`src/rtl/instr_exec_pkg.sv`:
```
// Purpose: shared constants and types for the return/rotate execution slice
// Assumes: 16-bit instruction words, 8-bit data path, 21-bit program counter
// Notes: register offsets are byte addresses on the plain register port
package instr_exec_pkg;
  localparam int PC_W = 21;
  localparam int DATA_W = 8;
  localparam int BANK_W = 4;
  localparam int ADDR_W = 12;
  localparam int STACK_DEPTH = 31;
  localparam int PTR_W = 5;

  // register offsets
  localparam logic [11:0] OFF_INSTR = 12'h000;
  localparam logic [11:0] OFF_CTRL = 12'h004;
  localparam logic [11:0] OFF_ACC = 12'h008;
  localparam logic [11:0] OFF_FLAGS = 12'h00C;
  localparam logic [11:0] OFF_BANK = 12'h010;
  localparam logic [11:0] OFF_ACC_SHADOW = 12'h014;
  localparam logic [11:0] OFF_FLAGS_SHADOW = 12'h018;
  localparam logic [11:0] OFF_BANK_SHADOW = 12'h01C;
  localparam logic [11:0] OFF_PC = 12'h020;
  localparam logic [11:0] OFF_STACK_HEAD = 12'h024;
  localparam logic [11:0] OFF_STACK_LEVEL = 12'h028;
  localparam logic [11:0] OFF_IRQ_EN = 12'h02C;
  localparam logic [11:0] OFF_PC_LATCH_HIGH = 12'h030;
  localparam logic [11:0] OFF_PC_LATCH_UPPER = 12'h034;
  localparam logic [11:0] OFF_FILE_BASE = 12'h400;

  // field positions
  localparam int FLAG_C = 0;
  localparam int FLAG_Z = 2;
  localparam int FLAG_N = 4;
  localparam int IRQ_EN_HIGH = 0;
  localparam int IRQ_EN_LOW = 1;
  localparam int CTRL_BUSY = 0;
  localparam int CTRL_LEVEL = 1;

  // opcode patterns
  localparam logic [15:0] EXIT_MASK = 16'hFFFE;
  localparam logic [15:0] IRQ_EXIT_PAT = 16'h0010;
  localparam logic [15:0] SUB_EXIT_PAT = 16'h0012;
  localparam logic [7:0] LIT_EXIT_PAT = 8'h0C;
  localparam logic [5:0] ROTATE_PAT = 6'h0D;

  // reset values and counts
  localparam logic [7:0] DATA_RST = 8'h00;
  localparam logic [1:0] IRQ_EN_RST = 2'h0;
  localparam logic [1:0] LAST_PHASE = 2'h3;
  localparam logic [1:0] READ_PHASE = 2'h1;

  typedef enum logic [2:0] {
    ST_IDLE = 3'b001,
    ST_CYC1 = 3'b010,
    ST_CYC2 = 3'b100
  } exec_state_e;
endpackage : instr_exec_pkg

```
`src/rtl/stack_if.sv`:
```
// Purpose: carrier between the executer and its return stack
// Assumes: one push or pop per clock
// Notes: head is valid combinationally from the stack array
`timescale 1ns/10ps
interface stack_if;
  import instr_exec_pkg::*;
  logic push;
  logic pop;
  logic [PC_W-1:0] push_data;
  logic [PC_W-1:0] head;
  logic [PTR_W-1:0] level;
  modport user (output push, output pop, output push_data,
                input head, input level);
  modport stack (input push, input pop, input push_data,
                 output head, output level);
endinterface : stack_if

```
`src/rtl/return_rotate_instr_exec.sv`:
```
// Purpose: executes the return family and rotate-left-through-carry
// Assumes: register port strobes are one cycle long, never together
// Notes: one clock per phase, four phases per instruction cycle;
//   all register writes, the instruction included, are ignored while busy
`timescale 1ns/10ps
module return_rotate_instr_exec
  import instr_exec_pkg::*;
(
  input wire logic clk_in,
  input wire logic nrst_in,
  input wire logic [ADDR_W-1:0] addr_in,
  input wire logic [31:0] wr_data_in,
  input wire logic wr_in,
  input wire logic rd_in,
  output logic [31:0] rd_data_out,
  output logic busy_out,
  output logic [PC_W-1:0] pc_out
);
  // opcode decoders, shared by the sequencer, datapath and checks
  function automatic logic is_irq_exit(input logic [15:0] i);
    return (i & EXIT_MASK) == IRQ_EXIT_PAT;
  endfunction : is_irq_exit

  function automatic logic is_sub_exit(input logic [15:0] i);
    return (i & EXIT_MASK) == SUB_EXIT_PAT;
  endfunction : is_sub_exit

  function automatic logic is_lit_exit(input logic [15:0] i);
    return i[15:8] == LIT_EXIT_PAT;
  endfunction : is_lit_exit

  function automatic logic is_rotate(input logic [15:0] i);
    return i[15:10] == ROTATE_PAT;
  endfunction : is_rotate

  function automatic logic is_return(input logic [15:0] i);
    return is_irq_exit(i) || is_sub_exit(i) || is_lit_exit(i);
  endfunction : is_return

  // returns {carry out, result}
  function automatic logic [8:0] rotate_carry(input logic [7:0] v,
                                              input logic c);
    return {v[7], v[6:0], c};
  endfunction : rotate_carry

  stack_if stk ();
  exec_state_e state_reg;
  logic [1:0] phase_reg;
  logic busy_reg;
  logic [15:0] instr_reg;
  logic [7:0] acc_reg, flags_reg, acc_shadow_reg, flags_shadow_reg;
  logic [BANK_W-1:0] bank_reg, bank_shadow_reg;
  logic [PC_W-1:0] pc_reg;
  logic [1:0] irq_en_reg;
  logic level_sel_reg;
  logic [7:0] pc_latch_high_reg;
  logic [4:0] pc_latch_upper_reg;
  logic [7:0] lit_reg, opnd_reg;
  logic [7:0] file_mem [0:255];
  logic issue, bus_wr, exec_q2, exec_q4, restore, file_hit;
  logic [8:0] rot;
  logic [7:0] file_idx;
  logic [31:0] rd_mux;

  assign issue = wr_in && addr_in == OFF_INSTR && state_reg == ST_IDLE;
  assign bus_wr = wr_in && state_reg == ST_IDLE;
  assign exec_q2 = state_reg == ST_CYC1 && phase_reg == READ_PHASE;
  assign exec_q4 = state_reg == ST_CYC1 && phase_reg == LAST_PHASE;
  // shadow restore only for the two exits that carry the s bit
  assign restore = (is_irq_exit(instr_reg) || is_sub_exit(instr_reg))
                   && instr_reg[0];
  assign rot = rotate_carry(opnd_reg, flags_reg[FLAG_C]);
  assign file_hit = addr_in[11:10] == OFF_FILE_BASE[11:10];
  assign file_idx = addr_in[9:2];

  // phase sequencer: returns add an idle second cycle
  always_ff @(posedge clk_in or negedge nrst_in) begin
    if (!nrst_in) begin
      state_reg <= ST_IDLE;
      phase_reg <= 2'h0;
      busy_reg <= 1'b0;
    end else if (issue) begin
      state_reg <= ST_CYC1;
      phase_reg <= 2'h0;
      busy_reg <= 1'b1;
    end else begin
      case (state_reg)
        ST_CYC1: begin
          phase_reg <= phase_reg + 1'b1;
          if (phase_reg == LAST_PHASE) begin
            if (is_return(instr_reg)) begin
              state_reg <= ST_CYC2;
            end else begin
              state_reg <= ST_IDLE;
              busy_reg <= 1'b0;
            end
          end
        end
        ST_CYC2: begin
          phase_reg <= phase_reg + 1'b1; // no operation
          if (phase_reg == LAST_PHASE) begin
            state_reg <= ST_IDLE;
            busy_reg <= 1'b0;
          end
        end
        default: begin
          state_reg <= ST_IDLE;
          phase_reg <= 2'h0;
          busy_reg <= 1'b0;
        end
      endcase
    end
  end

  // instruction latch and phase-two operand fetch
  always_ff @(posedge clk_in or negedge nrst_in) begin
    if (!nrst_in) begin
      instr_reg <= 16'h0000;
      lit_reg <= DATA_RST;
      opnd_reg <= DATA_RST;
    end else if (issue) begin
      instr_reg <= wr_data_in[15:0];
    end else if (exec_q2) begin
      lit_reg <= instr_reg[7:0]; // literal read in phase two
      opnd_reg <= file_mem[instr_reg[7:0]];
    end
  end

  // accumulator
  always_ff @(posedge clk_in or negedge nrst_in) begin
    if (!nrst_in) begin
      acc_reg <= DATA_RST;
    end else if (bus_wr && addr_in == OFF_ACC) begin
      acc_reg <= wr_data_in[7:0];
    end else if (exec_q4) begin
      if (is_lit_exit(instr_reg)) begin
        acc_reg <= lit_reg;
      end else if (restore) begin
        acc_reg <= acc_shadow_reg;
      end else if (is_rotate(instr_reg) && !instr_reg[9]) begin
        acc_reg <= rot[7:0];
      end
    end
  end

  // status flags: besides software writes, only rotate and a shadow restore change them
  always_ff @(posedge clk_in or negedge nrst_in) begin
    if (!nrst_in) begin
      flags_reg <= DATA_RST;
    end else if (bus_wr && addr_in == OFF_FLAGS) begin
      flags_reg <= wr_data_in[7:0];
    end else if (exec_q4) begin
      if (restore) begin
        flags_reg <= flags_shadow_reg;
      end else if (is_rotate(instr_reg)) begin
        flags_reg[FLAG_C] <= rot[8];
        flags_reg[FLAG_N] <= rot[7];
        flags_reg[FLAG_Z] <= rot[7:0] == 8'h00;
      end
    end
  end

  // bank pointer
  always_ff @(posedge clk_in or negedge nrst_in) begin
    if (!nrst_in) begin
      bank_reg <= '0;
    end else if (bus_wr && addr_in == OFF_BANK) begin
      bank_reg <= wr_data_in[BANK_W-1:0];
    end else if (exec_q4 && restore) begin
      bank_reg <= bank_shadow_reg;
    end
  end

  // shadows are filled by the interrupt entry logic, here by software
  always_ff @(posedge clk_in or negedge nrst_in) begin
    if (!nrst_in) begin
      acc_shadow_reg <= DATA_RST;
      flags_shadow_reg <= DATA_RST;
      bank_shadow_reg <= '0;
    end else if (bus_wr) begin
      if (addr_in == OFF_ACC_SHADOW) begin
        acc_shadow_reg <= wr_data_in[7:0];
      end else if (addr_in == OFF_FLAGS_SHADOW) begin
        flags_shadow_reg <= wr_data_in[7:0];
      end else if (addr_in == OFF_BANK_SHADOW) begin
        bank_shadow_reg <= wr_data_in[BANK_W-1:0];
      end
    end
  end

  // program counter takes the popped top; latches are never written here
  always_ff @(posedge clk_in or negedge nrst_in) begin
    if (!nrst_in) begin
      pc_reg <= '0;
    end else if (bus_wr && addr_in == OFF_PC) begin
      pc_reg <= wr_data_in[PC_W-1:0];
    end else if (exec_q4 && is_return(instr_reg)) begin
      pc_reg <= stk.head;
    end
  end

  // counter latches: software only, so returns leave them alone
  always_ff @(posedge clk_in or negedge nrst_in) begin
    if (!nrst_in) begin
      pc_latch_high_reg <= DATA_RST;
      pc_latch_upper_reg <= 5'h0;
    end else if (bus_wr && addr_in == OFF_PC_LATCH_HIGH) begin
      pc_latch_high_reg <= wr_data_in[7:0];
    end else if (bus_wr && addr_in == OFF_PC_LATCH_UPPER) begin
      pc_latch_upper_reg <= wr_data_in[4:0];
    end
  end

  // global enables; level select picks which one the exit sets
  always_ff @(posedge clk_in or negedge nrst_in) begin
    if (!nrst_in) begin
      irq_en_reg <= IRQ_EN_RST;
      level_sel_reg <= 1'b1;
    end else if (bus_wr && addr_in == OFF_IRQ_EN) begin
      irq_en_reg <= wr_data_in[1:0];
    end else if (bus_wr && addr_in == OFF_CTRL) begin
      level_sel_reg <= wr_data_in[CTRL_LEVEL];
    end else if (exec_q4 && is_irq_exit(instr_reg)) begin
      if (level_sel_reg) begin
        irq_en_reg[IRQ_EN_HIGH] <= 1'b1;
      end else begin
        irq_en_reg[IRQ_EN_LOW] <= 1'b1;
      end
    end
  end

  // file registers: software window and rotate write-back
  always_ff @(posedge clk_in) begin
    if (bus_wr && file_hit) begin
      file_mem[file_idx] <= wr_data_in[7:0];
    end else if (exec_q4 && is_rotate(instr_reg) && instr_reg[9]) begin
      file_mem[instr_reg[7:0]] <= rot[7:0];
    end
  end

  // return stack: software pushes, returns pop in phase four
  assign stk.push = bus_wr && addr_in == OFF_STACK_HEAD;
  assign stk.push_data = wr_data_in[PC_W-1:0];
  assign stk.pop = exec_q4 && is_return(instr_reg);

  return_stack #(.DEPTH(STACK_DEPTH)) u_stack (
    .clk_in(clk_in),
    .nrst_in(nrst_in),
    .port_if(stk.stack)
  );

  // read decode; unmapped addresses read zero
  always_comb begin
    rd_mux = 32'h0000_0000;
    if (addr_in == OFF_INSTR) begin
      rd_mux = {16'h0000, instr_reg};
    end else if (addr_in == OFF_CTRL) begin
      rd_mux = {30'h0, level_sel_reg, busy_reg};
    end else if (addr_in == OFF_ACC) begin
      rd_mux = {24'h00_0000, acc_reg};
    end else if (addr_in == OFF_FLAGS) begin
      rd_mux = {24'h00_0000, flags_reg};
    end else if (addr_in == OFF_BANK) begin
      rd_mux = {28'h000_0000, bank_reg};
    end else if (addr_in == OFF_ACC_SHADOW) begin
      rd_mux = {24'h00_0000, acc_shadow_reg};
    end else if (addr_in == OFF_FLAGS_SHADOW) begin
      rd_mux = {24'h00_0000, flags_shadow_reg};
    end else if (addr_in == OFF_BANK_SHADOW) begin
      rd_mux = {28'h000_0000, bank_shadow_reg};
    end else if (addr_in == OFF_PC) begin
      rd_mux = {11'h0, pc_reg};
    end else if (addr_in == OFF_STACK_HEAD) begin
      rd_mux = {11'h0, stk.head};
    end else if (addr_in == OFF_STACK_LEVEL) begin
      rd_mux = {27'h0, stk.level};
    end else if (addr_in == OFF_IRQ_EN) begin
      rd_mux = {30'h0, irq_en_reg};
    end else if (addr_in == OFF_PC_LATCH_HIGH) begin
      rd_mux = {24'h00_0000, pc_latch_high_reg};
    end else if (addr_in == OFF_PC_LATCH_UPPER) begin
      rd_mux = {27'h0, pc_latch_upper_reg};
    end else if (file_hit) begin
      rd_mux = {24'h00_0000, file_mem[file_idx]};
    end
  end

  // read data stand only in the cycle after the strobe
  always_ff @(posedge clk_in or negedge nrst_in) begin
    if (!nrst_in) begin
      rd_data_out <= 32'h0000_0000;
    end else begin
      rd_data_out <= rd_in ? rd_mux : 32'h0000_0000;
    end
  end

  assign busy_out = busy_reg;
  assign pc_out = pc_reg;
endmodule : return_rotate_instr_exec

```
`src/rtl/return_stack.sv`:
```
// Purpose: hardware return stack holding program counter values
// Assumes: push and pop never requested in the same cycle
// Notes: pop when empty and push when full are ignored
`timescale 1ns/10ps
module return_stack
  import instr_exec_pkg::*;
#(
  parameter int DEPTH = STACK_DEPTH
) (
  input wire logic clk_in,
  input wire logic nrst_in,
  stack_if.stack port_if
);
  logic [PC_W-1:0] mem [0:DEPTH-1];
  logic [PTR_W-1:0] level_reg;

  // level counts the entries; the top sits just below it
  always_ff @(posedge clk_in or negedge nrst_in) begin
    if (!nrst_in) begin
      level_reg <= '0;
    end else if (port_if.push && level_reg != PTR_W'(DEPTH)) begin
      level_reg <= level_reg + 1'b1;
    end else if (port_if.pop && level_reg != '0) begin
      level_reg <= level_reg - 1'b1; // previous entry becomes top
    end
  end

  // array kept without reset, only read below the level
  always_ff @(posedge clk_in) begin
    if (port_if.push && level_reg != PTR_W'(DEPTH)) begin
      mem[level_reg] <= port_if.push_data;
    end
  end

  // empty stack presents zero as the top value
  assign port_if.head = (level_reg == '0) ? '0 : mem[level_reg - 1'b1];
  assign port_if.level = level_reg;
endmodule : return_stack

```
`config.mk`:
```
export PLATFORM = sky130hd
export DESIGN_NAME = return_rotate_instr_exec
export DESIGN_NICKNAME = d
export VERILOG_FILES = /design/src/rtl/instr_exec_pkg.sv /design/src/rtl/stack_if.sv /design/src/rtl/return_rotate_instr_exec.sv /design/src/rtl/return_stack.sv
export SDC_FILE = /design/constraint.sdc
export NUM_CORES = 2
export LEC_CHECK = 0
export ABC_CLOCK_PERIOD_IN_PS = 9800
export BUFFER_PORTS_ARGS = -buffer_cell sky130_fd_sc_hd__clkbuf_2
export CAP_MARGIN = 10
export CORE_MARGIN = 3
export CORE_UTILIZATION = 47
export DETAILED_ROUTE_END_ITERATION = 16
export PLACE_DENSITY_LB_ADDON = 0.12
export SLEW_MARGIN = 5
export SYNTH_ARGS = -nofsm -noshare
export SYNTH_HDL_FRONTEND = slang
export SYNTH_HIERARCHICAL = 1
export SYNTH_SLANG_ARGS = --single-unit
```
`constraint.sdc`:
```
create_clock -name clk_in -period 9.8 [get_ports clk_in]
set_clock_uncertainty 0.15 [all_clocks]
set_input_delay 0.98 -clock clk_in [delete_from_list [all_inputs] [get_ports clk_in]]
set_output_delay 0.98 -clock clk_in [all_outputs]
set_load 0.03 [all_outputs]
```
==> impl_metrics.csv <==
group,metric,value,unit
floorplanning,io_pins,102,
routing,wl,410200,µm
setup_path,r2r_cells,11,
power,combPwrFrac,4.5,%
min_path,worstHoldPathType,"in -> async",
floorplanning,core-area,271500,µm²
clock_tree,post_cts_buffers,0,
floorplanning,die_area,279800,µm²
finish,top_register,"file_mem",
setup_path,worstPathRequired,10.35,ns
flow_run,maxCapViolations,0,
clock_tree,cts_buffers,308,
routing,num_vias,73310,
setup_path,cp.arrival,7.58,ns
clock_tree,clk_pin_slew,0.06,ns
sta,maxSlewViolCount,0,
sta,relSlewSlack,9.735,%
clock_tree,post_cts_resized,0,
routing,drtPass1Iterations,6,
routing,drt-initial-drc-count,10257,
global_routing,grt_max_degree,257,
finish,layout_commonest_cell,"edfxtp_1",
power,fin_total_pwr,25.82,mW
sta,min_period,7.036,ns
synth,yosys-top-cells-area,"edfxtp_1, mux4_2, dfrtp_1, mux2i_1, nor2_1",
place,port_buffers,79,
global_routing,grt_pass1_wl,574300,µm
floorplanning,rows,191,
setup_path,r2r_start,"u_stack/port_if.level[0]$_DFFE_PN0P_",
sta,hold_viol_final,0,
synth,yosysTopAreaCellShare,63.04,%
synth,ys_seq_area_share,65.79,%
setup_path,end_kind,"flip-flop",
synth,synth_cells,6706,
finish,regArea,84600,µm²
global_routing,antenna_found_initial,22,
synth,synthFlopType,"edfxtp_1",
synth,synthArstFlopShare,4.965,%
power,seqPwrFrac,51.5,%
floorplanning,die_width,529,µm
power,intPower,20.15,mW
clock_tree,ctsHtreeMaxLevel,5,
sta,tightest_slew,1.354,ns
global_routing,grtUsageTotal,29.14,%
setup_path,worst-path-buf-inv,1,
setup_path,r2r_setup_slack,2.76,ns
setup_path,worstPathMaxFanout,52,
setup_path,cp_slowest_cell,"a221oi_1",
setup_path,path_cells,"inv_1 -> ha_1 -> nor3b_1 -> mux2i_1 -> nand2b_1 -> o22ai_1 -> a221o_1 -> a221oi_1 -> o2111ai_1 -> nand4_1 -> o221ai_1",
sta,setup_tns,0,ns
floorplanning,start_util,47.35,%
setup_path,crit_path_start,"u_stack/port_if.level[0]$_DFFE_PN0P_",
finish,fillers,21400,
power,swShare,21.98,%
finish,nNetsFinal,6886,
clock_tree,clock_latency,0.93,ns
clock_tree,clk_path_buf_depth,4,
power,switchingPower,5.674,mW
setup_path,rr_endpoint,"rd_data_out[7]$_DFF_PN0_",
place,place_inst,10081,
global_routing,grt_pass1_vias,73393,
synth,yosys.area.top_type,"edfxtp_1",
global_routing,grt.overflow.total,0,
status,outcome,"finished clean",
setup_path,max_stage_delay,1.13,ns
sta,fin_crit_sh,71.79,%
sta,fmax,142.1,MHz
sta,finalSetupViolCount,0,
clock_tree,cts_root_buf,"clkbuf_16",
routing,drc,0,
synth,ys_ff_latch,2840,
setup_path,cp-start-kind,"flip-flop",
setup_path,cp.depth,11,
place,dp_hpwl,253400,µm
finish,drive_above_1_share,30.85,%
clock_tree,cts_hold_buf,0,
power,powerDensity,180.6,nW/µm²
finish,layout_common_cells,"edfxtp_1, mux4_2, nor2_1, mux2i_1, clkbuf_16",
synth,yosysWarningCount,6,
routing,routedWlPerCell,38.43,µm
synth,syn_avg_cell_area,19.17,µm²
power,p_clk_share,44.0,%
finish,fin_util,52.66,%
synth,synth-edff-count,2699,
finish,reg_top3,"file_mem (2048), u_stack/mem (651)",
place,gpl.final_weighted_congestion,0.9355,
finish,multiInputGateArea,41540,µm²
finish,largest_reg_flops,2048,
floorplanning,die_h,529,µm
finish,syn_to_final_growth,11.20,%
clock_tree,cts_sinks,2840,
power,irDropWorstVdd,0.1308,mV
synth,syn_area,128600,µm²
sta,rsz0062_at_grt,"false",
clock_tree,cts_tree,"yes",
power,power.leakage,44.13,nW
finish,stdcell_count,10672,
setup_path,crit_type,"reg -> reg",
setup_path,cpLargestDelayFamily,"compound AO/OA/AOI/OAI gates",
routing,ant_nets,0,
routing,via_per_inst,6.869,
synth,ys_types,88,
-- power groups by stage --
stage,Combinational (mW),Clock (mW),Sequential [mW]
3_3_place_gp,1.13,0,13.6
5_1_grt,1.20,12.0,13.3
6_report,1.17,11.4,13.3
2_1_floorplan,0.633,0,13.6
4_1_cts,1.15,11.5,13.3
3_5_place_dp,1.15,0,13.6
-- final cells by class --
| type | count | area share (%) |
|---|---|---|
| Multi-Input combinational cell | 3341 | 29.06 |
| Clock inverter | 155 | 0.9654 |
| Antenna cell | 25 | 0.04376 |
| Timing Repair Buffer | 316 | 1.763 |
| Clock buffer | 402 | 5.804 |
| Tap cell | 3570 | 3.125 |
| Inverter | 23 | 0.06564 |
| Sequential cell | 2840 | 59.18 |
-- layer usage --
metal | part of all wire [%] | global-route usage, % | up-vias
met5 | 0.060 | 0.3983 | -
met4 | 4.1 | 10.92 | 17
met3 | 11 | 8.142 | 819
met2 | 46 | 43.81 | 4278
li1 | - | - | 28748
met1 | 39 | 40.79 | 39448
-- how the worst max path moves through the flow --
stage and endpoint:
2_1_floorplan file_mem[0][0]$_DFFE_PP_, 3_3_place_gp rd_data_out[7]$_DFF_PN0_, 3_5_place_dp rd_data_out[7]$_DFF_PN0_, 4_1_cts rd_data_out[7]$_DFF_PN0_, 5_1_grt rd_data_out[7]$_DFF_PN0_, 6_report rd_data_out[7]$_DFF_PN0_
-- through the flow --
| step | area (µm²) | hold slack, ns | worst slack [ns] |
|---|---|---|---|
| 5_1_grt | 142900 | 0.06227 | 2.628 |
| 4_1_cts | 142800 | 0.002130 | 2.939 |
| 3_3_place_gp | 133100 | 0.2998 | 3.121 |
| 2_1_floorplan | 128600 | 0.2858 | 4.054 |
| 3_5_place_dp | 133100 | 0.3159 | 2.983 |
| 6_report | 143000 | 0.02968 | 2.764 |
-- synthesized netlist by cell type (36+ instances only) --
cell type / instances
edfxtp_1: 2699
mux4_2: 1228
nor2_1: 437
mux2i_1: 321
nand2_1: 291
clkbuf_1: 214
buf_2: 149
dfrtp_1: 139
o21ai_0: 118
o22ai_1: 118
mux2_2: 99
a21oi_1: 94
buf_4: 80
a22oi_1: 74
nor3_1: 67
o221ai_1: 51
nand3_1: 45
a221oi_1: 38
buf_6: 36
-- logic make-up after synthesis --
kind of cell    count (synthesis)  synth area share (%)
flops                        2840                 65.79
mux                          1648                 24.88
simple gates                  981                 3.359
compound gates                686                 3.654
buf+inv                       535                 2.178
fa+ha+maj                       8               0.07786
xor+xnor                        7               0.05937
other cells                     1              0.002917
Note: power is estimated with default switching activity, not from simulation.
